$ cat config.mk
export PLATFORM = sky130hd
export DESIGN_NAME = lfp_mode_ctrl
export DESIGN_NICKNAME = d
export VERILOG_FILES = /design/src/lfp_delay.v /design/src/lfp_mode_ctrl.v
export VERILOG_INCLUDE_DIRS = /design/src
export SDC_FILE = /design/constraint.sdc
export NUM_CORES = 1
export LEC_CHECK = 0
export BUFFER_PORTS_ARGS = -buffer_cell sky130_fd_sc_hd__buf_2
export CAP_MARGIN = 20
export CELL_PAD_IN_SITES_DETAIL_PLACEMENT = 1
export CELL_PAD_IN_SITES_GLOBAL_PLACEMENT = 2
export CORE_MARGIN = 10
export CORE_UTILIZATION = 32
export DETAILED_ROUTE_END_ITERATION = 12
export PLACE_DENSITY = 0.82
export SLEW_MARGIN = 0
export SYNTH_ARGS = -nofsm -noshare
export SYNTH_HDL_FRONTEND = slang
export SYNTH_SLANG_ARGS = --single-unit
$ cat constraint.sdc
create_clock -name clk_sys_i -period 2.9 [get_ports clk_sys_i]
set_clock_uncertainty 0.05 [all_clocks]
set_input_delay 0.145 -clock clk_sys_i [delete_from_list [all_inputs] [get_ports clk_sys_i]]
set_output_delay 0.145 -clock clk_sys_i [all_outputs]
set_load 0.05 [all_outputs]
$ cat src/lfp_map.vh
`ifndef LFP_MAP_VH
`define LFP_MAP_VH

// ****************************************************************
// Geometry and timing
// ****************************************************************
`define LFP_NFLOOR          8
`define LFP_FW              3
`define LFP_CLK_HZ          10000000
`define LFP_PARK_DELAY_S    10
`define LFP_PARK_DELAY_CYC  (`LFP_PARK_DELAY_S * `LFP_CLK_HZ)
`define LFP_TMR_W           27

// ****************************************************************
// Reset values of the user-side outputs
// ****************************************************************
`define LFP_RST_LIGHT       1'b1
`define LFP_RST_DISP        1'b1
`define LFP_RST_HALL_EN     1'b1
`define LFP_RST_CAR_EN      1'b1

`endif

$ cat src/lfp_delay.v
`timescale 1ns/100ps

// ****************************************************************
// Restartable one-shot delay
// ****************************************************************
module lfp_delay #(
  parameter          CW    = 27,
  parameter [CW-1:0] COUNT = 27'd100000000
) (
  input  wire clk_sys_i,
  input  wire arst_n_i,
  input  wire start_i,
  input  wire stop_i,
  output reg  done_o
);

  reg [CW-1:0] cnt_q;
  reg          run_q;

  // A start while running reloads the count, so every button press
  // buys a fresh full delay.
  always @(posedge clk_sys_i or negedge arst_n_i) begin
    if (!arst_n_i) begin
      cnt_q  <= {CW{1'b0}};
      run_q  <= 1'b0;
      done_o <= 1'b0;
    end else begin
      done_o <= 1'b0;
      if (stop_i) begin
        run_q <= 1'b0;
      end else if (start_i) begin
        cnt_q <= COUNT - {{(CW-1){1'b0}}, 1'b1};
        run_q <= 1'b1;
      end else if (run_q) begin
        if (cnt_q == {CW{1'b0}}) begin
          run_q  <= 1'b0;
          done_o <= 1'b1;
        end else begin
          cnt_q <= cnt_q - {{(CW-1){1'b0}}, 1'b1};
        end
      end
    end
  end

endmodule // lfp_delay

$ cat src/lfp_mode_ctrl.v
// Operation
// - Fire switch closing enters fire mode and clears all landing and car calls.
// - Fire mode drives the car to the fire floor and holds the door open there.
// - Fire linkage output asserts only after the car reaches the fire floor.
// - Car running away from fire floor stops at nearest floor, door shut, then returns.
// - Fire option 1 stops all further running at the fire floor.
// - Fire option 0 ignores landing calls, door held open at the fire floor.
// - Option 0: held close button closes door and runs; early release reopens.
// - Option 0 arrival: held open button opens door; early release closes again.
// - Option 0 accepts just one target floor per run.
// - Fault outside landing zone crawls toward middle floor to leveling zone, opens door.
// - Rescue crawl runs only with safety circuit and inverter both healthy.
// - Lock closed: park mode, drop landing calls, serve car calls, go to park floor.
// - No car calls at park entry sends the car straight to the park floor.
// - Parked: show parking sign on hall and car panels, ignore every call.
// - Ten seconds after parking, close door, car light and displays off.
// - While parked, car or door buttons switch the car light back on.
// - After a door button while parked, close door and light off after ten seconds.
// - Inspection at lock closing skips the return trip, other parking behaviour kept.
// - Opening the lock leaves parking mode and resumes normal service.
`timescale 1ns/100ps
`include "lfp_map.vh"

module lfp_mode_ctrl #(
  parameter NFL            = `LFP_NFLOOR,
  parameter FW             = `LFP_FW,
  parameter PARK_DELAY_CYC = `LFP_PARK_DELAY_CYC
) (
  input  wire          clk_sys_i,
  input  wire          arst_n_i,
  input  wire          fire_sw_i,
  input  wire          fire_opt_i,
  input  wire          park_lock_i,
  input  wire          insp_i,
  input  wire          fault_i,
  input  wire          safety_ok_i,
  input  wire          inv_ok_i,
  input  wire          in_zone_i,
  input  wire          car_moving_i,
  input  wire          car_dir_up_i,
  input  wire [FW-1:0] car_floor_i,
  input  wire [FW-1:0] fire_floor_i,
  input  wire [FW-1:0] park_floor_i,
  input  wire [FW-1:0] mid_floor_i,
  input  wire          car_call_pend_i,
  input  wire [NFL-1:0] car_btn_i,
  input  wire          door_open_btn_i,
  input  wire          door_close_btn_i,
  input  wire          door_opened_i,
  input  wire          door_closed_i,
  output reg           clear_calls_o,
  output reg           hall_call_en_o,
  output reg           car_call_en_o,
  output reg           run_o,
  output reg  [FW-1:0] run_tgt_o,
  output reg           stop_near_o,
  output reg           crawl_o,
  output reg           crawl_up_o,
  output reg           door_open_o,
  output reg           door_close_o,
  output reg           fire_mode_o,
  output reg           fire_link_o,
  output reg           park_mode_o,
  output reg           parking_display_sign_o,
  output reg           car_light_o,
  output reg           disp_on_o
);

  // ****************************************************************
  // States
  // ****************************************************************
  localparam NS        = 13;
  localparam [NS-1:0] S_NORMAL    = 13'h0001;
  localparam [NS-1:0] S_FIRE_STOP = 13'h0002;
  localparam [NS-1:0] S_FIRE_RET  = 13'h0004;
  localparam [NS-1:0] S_FIRE_DONE = 13'h0008;
  localparam [NS-1:0] S_FIRE_HOLD = 13'h0010;
  localparam [NS-1:0] S_FIRE_CLS  = 13'h0020;
  localparam [NS-1:0] S_FIRE_RUN  = 13'h0040;
  localparam [NS-1:0] S_FIRE_ARR  = 13'h0080;
  localparam [NS-1:0] S_FIRE_OPN  = 13'h0100;
  localparam [NS-1:0] S_RESCUE    = 13'h0200;
  localparam [NS-1:0] S_PARK_SRV  = 13'h0400;
  localparam [NS-1:0] S_PARK_RET  = 13'h0800;
  localparam [NS-1:0] S_PARK_IDLE = 13'h1000;
  localparam [`LFP_TMR_W-1:0] DLY = PARK_DELAY_CYC[`LFP_TMR_W-1:0];

  reg [NS-1:0] state_q;
  reg [NS-1:0] state_d;
  reg [FW-1:0] tgt_q;
  reg [FW-1:0] tgt_d;
  reg          tgt_vld_q;
  reg          tgt_vld_d;
  reg          noret_q;
  reg          noret_d;
  reg          fire_q;
  reg          btn_any;
  reg [FW-1:0] btn_floor;
  reg [31:0]   idx;
  integer      i;

  wire fire_rise  = fire_sw_i & ~fire_q;
  wire stopped    = ~car_moving_i & in_zone_i;
  wire at_tgt     = stopped & (car_floor_i == tgt_q);
  wire away       = car_moving_i & (car_dir_up_i ? (fire_floor_i < car_floor_i)
                                                 : (fire_floor_i > car_floor_i));
  wire door_btn   = door_open_btn_i | door_close_btn_i;
  wire park_press = door_btn | (|car_btn_i);
  wire entering_idle = (state_d == S_PARK_IDLE) & (state_q != S_PARK_IDLE);
  wire tmr_done;

  // ****************************************************************
  // Target floor picked from the car buttons
  // ****************************************************************
  always @* begin
    btn_any   = 1'b0;
    btn_floor = {FW{1'b0}};
    idx       = 32'h0000_0000;
    for (i = NFL - 1; i >= 0; i = i - 1) begin
      if (car_btn_i[i]) begin
        btn_any   = 1'b1;
        idx       = i;
        btn_floor = idx[FW-1:0];
      end
    end
  end

  // ****************************************************************
  // Next state
  // ****************************************************************
  always @* begin
    state_d   = state_q;
    tgt_d     = tgt_q;
    tgt_vld_d = tgt_vld_q;
    noret_d   = noret_q;
    if (fire_rise) begin
      tgt_d     = fire_floor_i;
      tgt_vld_d = 1'b0;
      state_d   = away ? S_FIRE_STOP : S_FIRE_RET;
    end else if (!fire_sw_i && (state_q & (S_FIRE_STOP | S_FIRE_RET | S_FIRE_DONE |
                 S_FIRE_HOLD | S_FIRE_CLS | S_FIRE_RUN | S_FIRE_ARR | S_FIRE_OPN))
                 != {NS{1'b0}}) begin
      state_d = S_NORMAL;
    end else if (!park_lock_i && (state_q & (S_PARK_SRV | S_PARK_RET | S_PARK_IDLE))
                 != {NS{1'b0}}) begin
      state_d = S_NORMAL;
    end else begin
      case (state_q)
        S_NORMAL: begin
          if (park_lock_i && !fire_sw_i) begin
            state_d = S_PARK_SRV;
            noret_d = insp_i;
          end else if (fault_i && !in_zone_i && !car_moving_i && safety_ok_i && inv_ok_i) begin
            state_d = S_RESCUE;
          end
        end
        S_RESCUE: begin
          if (!fault_i) begin
            state_d = S_NORMAL;
          end
        end
        S_FIRE_STOP: begin
          if (stopped) begin
            state_d = S_FIRE_RET;
          end
        end
        S_FIRE_RET: begin
          if (at_tgt) begin
            state_d = fire_opt_i ? S_FIRE_DONE : S_FIRE_HOLD;
          end
        end
        S_FIRE_HOLD: begin
          if (!tgt_vld_q && btn_any && btn_floor != car_floor_i) begin
            tgt_d     = btn_floor;
            tgt_vld_d = 1'b1;
          end else if (tgt_vld_q && door_close_btn_i) begin
            state_d = S_FIRE_CLS;
          end
        end
        S_FIRE_CLS: begin
          if (!door_close_btn_i) begin
            state_d = S_FIRE_HOLD;
          end else if (door_closed_i) begin
            state_d = S_FIRE_RUN;
          end
        end
        S_FIRE_RUN: begin
          if (at_tgt) begin
            state_d   = S_FIRE_ARR;
            tgt_vld_d = 1'b0;
          end
        end
        S_FIRE_ARR: begin
          if (door_open_btn_i) begin
            state_d = S_FIRE_OPN;
          end
        end
        S_FIRE_OPN: begin
          if (!door_open_btn_i) begin
            state_d = S_FIRE_ARR;
          end else if (door_opened_i) begin
            state_d = S_FIRE_HOLD;
          end
        end
        S_PARK_SRV: begin
          if (!car_call_pend_i && stopped) begin
            if (noret_q) begin
              state_d = S_PARK_IDLE;
            end else begin
              tgt_d   = park_floor_i;
              state_d = S_PARK_RET;
            end
          end
        end
        S_PARK_RET: begin
          if (at_tgt) begin
            state_d = S_PARK_IDLE;
          end
        end
        S_PARK_IDLE: begin
          state_d = S_PARK_IDLE;
        end
        S_FIRE_DONE: begin
          state_d = S_FIRE_DONE;
        end
        default: begin
          state_d = S_NORMAL;
        end
      endcase
    end
  end

  // ****************************************************************
  // Parking delay
  // ****************************************************************
  // Car buttons restart the delay as well, otherwise a light switched
  // back on by a car button would never go out again.
  lfp_delay #(
    .CW    (`LFP_TMR_W),
    .COUNT (DLY)
  ) u_park_dly (
    .clk_sys_i (clk_sys_i),
    .arst_n_i  (arst_n_i),
    .start_i   (entering_idle | (state_q == S_PARK_IDLE && park_press)),
    .stop_i    (state_q != S_PARK_IDLE && !entering_idle),
    .done_o    (tmr_done)
  );

  // ****************************************************************
  // State and registered outputs
  // ****************************************************************
  always @(posedge clk_sys_i or negedge arst_n_i) begin
    if (!arst_n_i) begin
      state_q                <= S_NORMAL;
      tgt_q                  <= {FW{1'b0}};
      tgt_vld_q              <= 1'b0;
      noret_q                <= 1'b0;
      fire_q                 <= 1'b0;
      clear_calls_o          <= 1'b0;
      hall_call_en_o         <= `LFP_RST_HALL_EN;
      car_call_en_o          <= `LFP_RST_CAR_EN;
      run_o                  <= 1'b0;
      run_tgt_o              <= {FW{1'b0}};
      stop_near_o            <= 1'b0;
      crawl_o                <= 1'b0;
      crawl_up_o             <= 1'b0;
      door_open_o            <= 1'b0;
      door_close_o           <= 1'b0;
      fire_mode_o            <= 1'b0;
      fire_link_o            <= 1'b0;
      park_mode_o            <= 1'b0;
      parking_display_sign_o <= 1'b0;
      car_light_o            <= `LFP_RST_LIGHT;
      disp_on_o              <= `LFP_RST_DISP;
    end else begin
      state_q       <= state_d;
      tgt_q         <= tgt_d;
      tgt_vld_q     <= tgt_vld_d;
      noret_q       <= noret_d;
      fire_q        <= fire_sw_i;
      clear_calls_o <= fire_rise;
      fire_mode_o   <= ~state_d[0] & (state_d & (S_RESCUE | S_PARK_SRV | S_PARK_RET |
                       S_PARK_IDLE)) == {NS{1'b0}};
      park_mode_o   <= (state_d & (S_PARK_SRV | S_PARK_RET | S_PARK_IDLE)) != {NS{1'b0}};
      // Landing calls only in normal service and rescue; car calls also while parking clears out.
      hall_call_en_o <= (state_d == S_NORMAL) | (state_d == S_RESCUE);
      car_call_en_o  <= (state_d == S_NORMAL) | (state_d == S_RESCUE) |
                        (state_d == S_PARK_SRV);
      run_o          <= (state_d == S_FIRE_RET) | (state_d == S_FIRE_RUN) |
                        (state_d == S_PARK_RET);
      run_tgt_o      <= tgt_d;
      stop_near_o    <= (state_d == S_FIRE_STOP);
      crawl_o        <= (state_d == S_RESCUE) & ~in_zone_i & safety_ok_i & inv_ok_i;
      crawl_up_o     <= (car_floor_i < mid_floor_i);
      // Link stays up from arrival at the fire floor until fire mode ends.
      fire_link_o    <= ~state_d[0] & (fire_link_o | ((state_q == S_FIRE_RET) &
                        (state_d != S_FIRE_RET))) & fire_sw_i;
      case (state_d)
        S_FIRE_DONE, S_FIRE_HOLD, S_FIRE_OPN: begin
          door_open_o  <= 1'b1;
          door_close_o <= 1'b0;
        end
        S_RESCUE: begin
          door_open_o  <= in_zone_i & ~car_moving_i;
          door_close_o <= 1'b0;
        end
        S_FIRE_STOP, S_FIRE_RET, S_FIRE_CLS, S_FIRE_RUN, S_FIRE_ARR, S_PARK_RET: begin
          door_open_o  <= 1'b0;
          door_close_o <= 1'b1;
        end
        S_PARK_IDLE: begin
          if (entering_idle || (door_open_btn_i && !tmr_done)) begin
            door_open_o  <= 1'b1;
            door_close_o <= 1'b0;
          end else if (tmr_done || door_close_btn_i) begin
            door_open_o  <= 1'b0;
            door_close_o <= 1'b1;
          end
        end
        default: begin
          door_open_o  <= 1'b0;
          door_close_o <= 1'b0;
        end
      endcase
      if (state_d == S_PARK_IDLE) begin
        parking_display_sign_o <= 1'b1;
        if (entering_idle) begin
          car_light_o <= 1'b1;
          disp_on_o   <= 1'b1;
        end else if (park_press) begin
          car_light_o <= 1'b1;
        end else if (tmr_done) begin
          car_light_o <= 1'b0;
          disp_on_o   <= 1'b0;
        end
      end else begin
        parking_display_sign_o <= 1'b0;
        car_light_o            <= 1'b1;
        disp_on_o              <= 1'b1;
      end
    end
  end

endmodule // lfp_mode_ctrl

==> impl_metrics.env, run 1 <==
export IMPL_crit_path_max_incr_delay_ps=560
export IMPL_regToRegSetupSlack_ps=90
export IMPL_number_of_hold_violations_in_the_final_report=0
export IMPL_worst_slack_ps=86.27
export IMPL_initial_antenna_violation_count=0
export IMPL_clockRootBuffer="sky130_fd_sc_hd__clkbuf_16"
export IMPL_share_comb_of_total_power_pct=36.4
export IMPL_detailedPlace_worstSlack_ps=-87.50
export IMPL_layout_cell_area_non_filler_um2=5391
export IMPL_timing_critical_path_to="fire_link_o"
export IMPL_critical_path_arrival_ps=2980
export IMPL_cp_data_required_time_ps=3070
export IMPL_wl_per_cell_um=18.55
export IMPL_leakagePower_nw=2.622
export IMPL_syn_instance_count=447
export IMPL_timing_critical_path_from="state_q[12]"
export IMPL_period_utilization_pct=97.03
export IMPL_async_reset_ff_share_pct=100.0
export IMPL_hold_path_class="in -> reg"
export IMPL_worst_setup_path_end_kind="register"
export IMPL_drtAntennaViolNets=0
export IMPL_area_growth_synth_to_final_pct=34.82
export IMPL_place_hpwl_um=10740
export IMPL_largest_reg_flops=27
export IMPL_seqPwrFrac_pct=33.5
export IMPL_fmaxAchievable_mhz=355.4
export IMPL_coreArea_um2=12110
export IMPL_count_of_tritonroute_iterations_in_the_first_routing_pass=5
export IMPL_effective_utilization_at_floorplan_pct=33.02
export IMPL_report_final_slew_viol_count=0
export IMPL_power_ir_vdd_worst_mv=0.3609
export IMPL_chipWidth_um=131.8
export IMPL_critical_path_slowest_cell="sky130_fd_sc_hd__or4_4"
export IMPL_synth_fp_nets=490
export IMPL_congestion_overflow_gr=0
export IMPL_ys_warn_count=0
export IMPL_die_area_um2=17370
export IMPL_p_int_mw=2.074
export IMPL_clkPwrFrac_pct=30.1
export IMPL_cts_clk_slew_worst_paths_ps=50
export IMPL_drt_iter0_markers=143
export IMPL_synth_sequential_area_ratio_pct=39.58
export IMPL_drt_total_wl_um=13630
export IMPL_power_switching_fraction_pct=35.37
export IMPL_p_switching_mw=1.135
export IMPL_synth_area_per_cell_um2=8.946
export IMPL_global_route_wire_length_before_repair_um=22010
export IMPL_critical_path_top_delay_family="simple AND/OR/NAND/NOR gates"
export IMPL_grt_pass1_vias=4141
export IMPL_synth_enable_flop_cells=0
export IMPL_final_cells=735
export IMPL_yosys_register_bits=63
export IMPL_largestRegisters="u_park_dly.cnt_q x27, state_q x13, tgt_q x3"
export IMPL_die_h_um=131.8
export IMPL_antennaDiodeCount=0
export IMPL_grt_max_degree=45
export IMPL_worst_path_buf_inv=1
export IMPL_fin_hold_ws_ps=18.31
export IMPL_cp_cell_sequence="buf_6 > or3b_4 > or4_4 > or3_4 > nand3_4 > nor4_4 > nor3_2 > nor2_1 > o211a_1"
export IMPL_rr_endpoint="fire_link_o"
export IMPL_timing_worst_setup_path_type="reg -> reg"
export IMPL_post_route_drc_count=0
export IMPL_nets=605
export IMPL_start_kind="register"
export IMPL_clkSinkCount=63
export IMPL_pwrdens_nw_per_um2=595.3
export IMPL_top_register="u_park_dly.cnt_q"
export IMPL_synth_distinct_cells=67
export IMPL_post_place_cells=706
export IMPL_postPlaceCellArea_um2=4806
export IMPL_clock_tree_htree_level_count=3
export IMPL_levels_on_crit_path=9
export IMPL_r2r_worst_path_cells=9
export IMPL_globalRouteTotalUtil_pct=15.50
export IMPL_tritoncts_num_buffers=9
export IMPL_setup_viol_count_final=0
export IMPL_max_clock_path_buffers=2
export IMPL_cap_violations=0
export IMPL_finalSetupTns_ps=0
export IMPL_crit_path_time_final_ps=2814
export IMPL_floorplan_io_pins=55
export IMPL_outcome="finished clean"
export IMPL_clk_latency_ps=330
export IMPL_cp_max_fo=4
export IMPL_worstMarginPinSlew_ps=615.2
export IMPL_cts_tree="yes"
export IMPL_max_slew_margin_rel_pct=58.67
export IMPL_port_buffers=54
export IMPL_reg2reg_from="state_q[12]"
export IMPL_syn_area_um2=3999
export IMPL_gpl_final_weighted_congestion=0.8520
export IMPL_rows=40
export IMPL_post_route_cells_drive_above_1_share_pct=34.22
export IMPL_via_per_inst=5.259
export IMPL_rsz_0062_raised_after_global_routing="yes"
export IMPL_vias=3865
export IMPL_hold_start="insp_i"
export IMPL_synth_flop_cell="sky130_fd_sc_hd__dfrtp_1"
==> power by group through the flow <==
stage	sequential (mW)	combinational [mW]	clock (mW)
after floorplan	1.20	0.543	0
after global placement	1.08	1.03	0
after detailed placement	1.09	1.06	0
after CTS	1.07	1.08	0.997
after global routing	1.09	1.27	1.04
final	1.08	1.17	0.964
==> cell type report <==
class                      count  area [um2]
clock inverter                 4       22.52
fill                        1460        6720
clock buffer                  12       246.5
sequential                    63        1584
multi-input combinational    346        2431
tap                          168       210.2
timing repair buffer         121       818.3
inverter                      21       78.83
==> cells in the final DEF (no fill, tap or decap), types with 4 or more instances in the layout <==
cell                        synthesis  routed
sky130_fd_sc_hd__a21o_1             5       5
sky130_fd_sc_hd__a21oi_1           10      10
sky130_fd_sc_hd__buf_2              3      54
sky130_fd_sc_hd__buf_4              1      61
sky130_fd_sc_hd__clkbuf_16          0       9
sky130_fd_sc_hd__dfrtp_1           58      57
sky130_fd_sc_hd__dfstp_2            5       5
sky130_fd_sc_hd__ha_1               6       5
sky130_fd_sc_hd__inv_1             19      18
sky130_fd_sc_hd__mux2_2             4       4
sky130_fd_sc_hd__mux2i_1            4       4
sky130_fd_sc_hd__nand2_1           40      39
sky130_fd_sc_hd__nand2b_1          10      10
sky130_fd_sc_hd__nand3_1           14      12
sky130_fd_sc_hd__nand3b_1           6       6
sky130_fd_sc_hd__nand4_1            7       7
sky130_fd_sc_hd__nand4b_1           4       4
sky130_fd_sc_hd__nor2_1            42      42
sky130_fd_sc_hd__nor2b_1           11      11
sky130_fd_sc_hd__nor3_1            22      21
sky130_fd_sc_hd__nor4_1            20      15
sky130_fd_sc_hd__nor4_2             6       8
sky130_fd_sc_hd__o21a_1             6       6
sky130_fd_sc_hd__o21ai_0           14      14
sky130_fd_sc_hd__or2_2              6       6
sky130_fd_sc_hd__or3_1             13      13
sky130_fd_sc_hd__or4_4              1       9
sky130_fd_sc_hd__xnor2_1           15      15
sky130_fd_sc_hd__xor2_1            17      17
==> per-stage QoR <==
stage	total power [mW]	utilization [%]
final	3.209	44.51
after global routing	3.399	44.51
after CTS	3.153	42.40
after detailed placement	2.149	39.68
after global placement	2.112	39.68
after floorplan	1.742	-
==> what timing repair did <==
action                     in CTS  in global routing
hold endpoints to repair       38                  0
hold buffers                    2                  0
gates resized for setup         6                 30
cloned                          0                  0
setup endpoints to repair      20                 28
buffers inserted                1                 10
pin swaps                       2                 15
==> cell families (layout without fill, tap and decap cells) <==
family | Yosys count | in the layout | share of synthesized area [%]
flip-flops | 63 | 63 | 39.58
multiplexers | 8 | 8 | 2.128
AND/OR/NAND/NOR | 237 | 237 | 34.23
adder cells (fa/ha/maj) | 6 | 6 | 1.877
AO/OA/AOI/OAI | 63 | 63 | 11.23
XOR/XNOR | 32 | 32 | 7.009
buffers and inverters | 38 | 158 | 3.942
==> synth_stat cells, types with 12 or more instances <==
library cell,count,area share (%)
sky130_fd_sc_hd__nand2_1,40,3.8
sky130_fd_sc_hd__inv_1,19,1.8
sky130_fd_sc_hd__nor4_1,20,3.1
sky130_fd_sc_hd__clkbuf_1,12,1.1
sky130_fd_sc_hd__o21ai_0,14,1.8
sky130_fd_sc_hd__dfrtp_1,58,36
sky130_fd_sc_hd__xnor2_1,15,3.3
sky130_fd_sc_hd__nor3_1,22,2.8
sky130_fd_sc_hd__nand3_1,14,1.8
sky130_fd_sc_hd__nor2_1,42,3.9
sky130_fd_sc_hd__xor2_1,17,3.7
sky130_fd_sc_hd__or3_1,13,2.0
==> per-layer routing <==
| metal | part of all wire (%) | wire length, um | track usage (%) |
|---|---|---|---|
| met3 | 2.3 | 320 | 3.087 |
| met2 | 55 | 7545 | 28.47 |
| met1 | 40 | 5502 | 17.25 |
| met5 | 0 | 0 | 0 |
| met4 | 1.9 | 265 | 5.501 |
==> worst min-delay path by stage <==
| stage | slack [ps] | end | cells after the start |
|---|---|---|---|
| floorplan | -200 | clear_calls_o | 0 |
| global placement | 310 | u_park_dly.cnt_q[3] | 1 |
| detailed placement | 310 | fire_q | 1 |
| CTS | 10 | noret_q | 2 |
| global route | 20 | noret_q | 2 |
| finish | 20 | noret_q | 2 |
Note: power is estimated with default switching activity, not from simulation.
==> run 2, diff against run 1 <==
- BUFFER_PORTS_ARGS: -buffer_cell sky130_fd_sc_hd__buf_2 -> not set
- CORE_UTILIZATION: 32 -> 35
- DONT_BUFFER_PORTS: not set -> 1
- PLACE_DENSITY: 0.82 -> 0.81
==> impl_metrics.env, run 2 (same netlist as run 1, synthesis figures left out) <==
export IMPL_finalSetupTns_ps=0
export IMPL_coreArea_um2=11030
export IMPL_post_route_drc_count=0
export IMPL_drt_total_wl_um=14510
export IMPL_report_final_slew_viol_count=0
export IMPL_area_growth_synth_to_final_pct=32.60
export IMPL_clk_latency_ps=340
export IMPL_pwrdens_nw_per_um2=656.3
export IMPL_max_clock_path_buffers=2
export IMPL_chipWidth_um=126.9
export IMPL_mostFrequentLayoutCells="70 x sky130_fd_sc_hd__buf_4, 57 x sky130_fd_sc_hd__dfrtp_1, 42 x sky130_fd_sc_hd__nor2_1"
export IMPL_timing_worst_setup_path_type="reg -> reg"
export IMPL_mostFrequentLayoutCell="sky130_fd_sc_hd__buf_4"
export IMPL_leakagePower_nw=2.518
export IMPL_initial_antenna_violation_count=0
export IMPL_floorplan_io_pins=55
export IMPL_rows=38
export IMPL_port_buffers=0
export IMPL_layout_area_seq_um2=1584
export IMPL_fin_hold_ws_ps=14.23
export IMPL_effective_utilization_at_floorplan_pct=36.25
export IMPL_cts_tree="yes"
export IMPL_critical_path_arrival_ps=3040
export IMPL_hold_path_class="in -> reg"
export IMPL_clockRootBuffer="sky130_fd_sc_hd__clkbuf_16"
export IMPL_globalRouteTotalUtil_pct=17.47
export IMPL_postPlaceCellArea_um2=4561
export IMPL_tritoncts_num_buffers=9
export IMPL_global_route_wire_length_before_repair_um=22630
export IMPL_congestion_overflow_gr=0
export IMPL_nets=571
export IMPL_cp_max_fo=4
export IMPL_gpl_final_weighted_congestion=0.8942
export IMPL_total_area_of_multi_input_combinational_cells_um2=2415
export IMPL_antennaDiodeCount=0
export IMPL_top_register="u_park_dly.cnt_q"
export IMPL_detailedPlace_worstSlack_ps=-194.0
export IMPL_fillers=1281
export IMPL_cts_clk_slew_worst_paths_ps=50
export IMPL_vias=3871
export IMPL_count_of_tritonroute_iterations_in_the_first_routing_pass=4
export IMPL_grt_max_degree=64
export IMPL_die_h_um=126.9
export IMPL_finalPower_mw=3.480
export IMPL_largest_reg_flops=27
export IMPL_setup_viol_count_final=0
export IMPL_layout_cell_area_non_filler_um2=5303
export IMPL_place_hpwl_um=10380
export IMPL_number_of_hold_violations_in_the_final_report=0
export IMPL_start_kind="register"
export IMPL_rsz_0062_raised_after_global_routing="yes"
export IMPL_grt_pass1_vias=4088
export IMPL_drt_iter0_markers=244
export IMPL_cap_violations=0
export IMPL_drtAntennaViolNets=0
export IMPL_post_route_cells_drive_above_1_share_pct=28.52
export IMPL_max_slew_margin_rel_pct=55.69
export IMPL_die_area_um2=16100
export IMPL_power_ir_vdd_worst_mv=0.3733
export IMPL_crit_path_time_final_ps=2862
export IMPL_fmaxAchievable_mhz=349.4
export IMPL_clock_tree_htree_level_count=3
export IMPL_worst_setup_path_end_kind="register"
export IMPL_via_per_inst=5.752
export IMPL_worstMarginPinSlew_ps=659.6
export IMPL_period_utilization_pct=98.68
export IMPL_wl_per_cell_um=21.56
export IMPL_cp_data_required_time_ps=3070
export IMPL_clkSinkCount=63
export IMPL_worst_slack_ps=38.28
export IMPL_largestRegisters="u_park_dly.cnt_q x27, state_q x13, tgt_q x3"
export IMPL_outcome="finished clean"
-- run 2: final cells by class --
cell class / instances / share of cell area, %
repair buffers: 87 / 13.54
clock buffers: 11 / 4.766
flip-flops and latches: 63 / 29.87
well taps: 140 / 3.303
inverters: 21 / 1.487
clock inverters: 5 / 1.487
multi-input cells: 346 / 45.54
-- run 2: metrics by stage --
stage	instances	util [%]
final	673	48.07
after global routing	673	48.07
after CTS	665	46.18
after detailed placement	632	41.35
after global placement	632	41.35
after floorplan	447	-
-- run 2: metal layers --
| layer | GRT usage, % | part of all wire, % |
|---|---|---|
| met1 | 22.04 | 42 |
| met2 | 27.73 | 48 |
| met3 | 5.040 | 6.9 |
| met4 | 6.229 | 2.6 |
| met5 | 0 | 0 |
-- run 2: where the power goes --
group / internal (mW) / leakage [nW] / switching [mW]
combinational: 0.489 / 1.51 / 0.597
clock: 0.799 / 0.166 / 0.414
sequential: 0.993 / 0.841 / 0.187
-- run 2: final timing paths --
kind | from | endpoint | slack (ps) | depth (start not counted)
max in group asynchronous | arst_n_i | state_q[0] | 2170 | 2
max reg2reg | state_q[1] | fire_link_o | 40 | 9
min | fire_floor_i[1] | tgt_q[1] | 10 | 3
min reg2reg | u_park_dly.cnt_q[26] | u_park_dly.done_o | 460 | 1
min in group asynchronous | arst_n_i | tgt_vld_q | 330 | 2
max | state_q[1] | fire_link_o | 40 | 9
-- run 2: critical path, cell delays in order, from the launching register on --
cell and delay (ps):
sky130_fd_sc_hd__dfrtp_1 420, sky130_fd_sc_hd__buf_6 140, sky130_fd_sc_hd__or3_4 370, sky130_fd_sc_hd__or4_4 570, sky130_fd_sc_hd__or3_4 440, sky130_fd_sc_hd__nand3_2 80
sky130_fd_sc_hd__nor4_2 60, sky130_fd_sc_hd__nor3_2 300, sky130_fd_sc_hd__nor2_1 120, sky130_fd_sc_hd__o211a_1 210
-- run 2: what timing repair did --
action | CTS | global route
setup buffers | 4 | 9
hold endpoints to repair | 73 | 0
pin swaps | 5 | 12
cloned | 0 | 0
hold buffers | 13 | 0
gates resized for setup | 5 | 30
endpoints found under the setup margin | 19 | 28
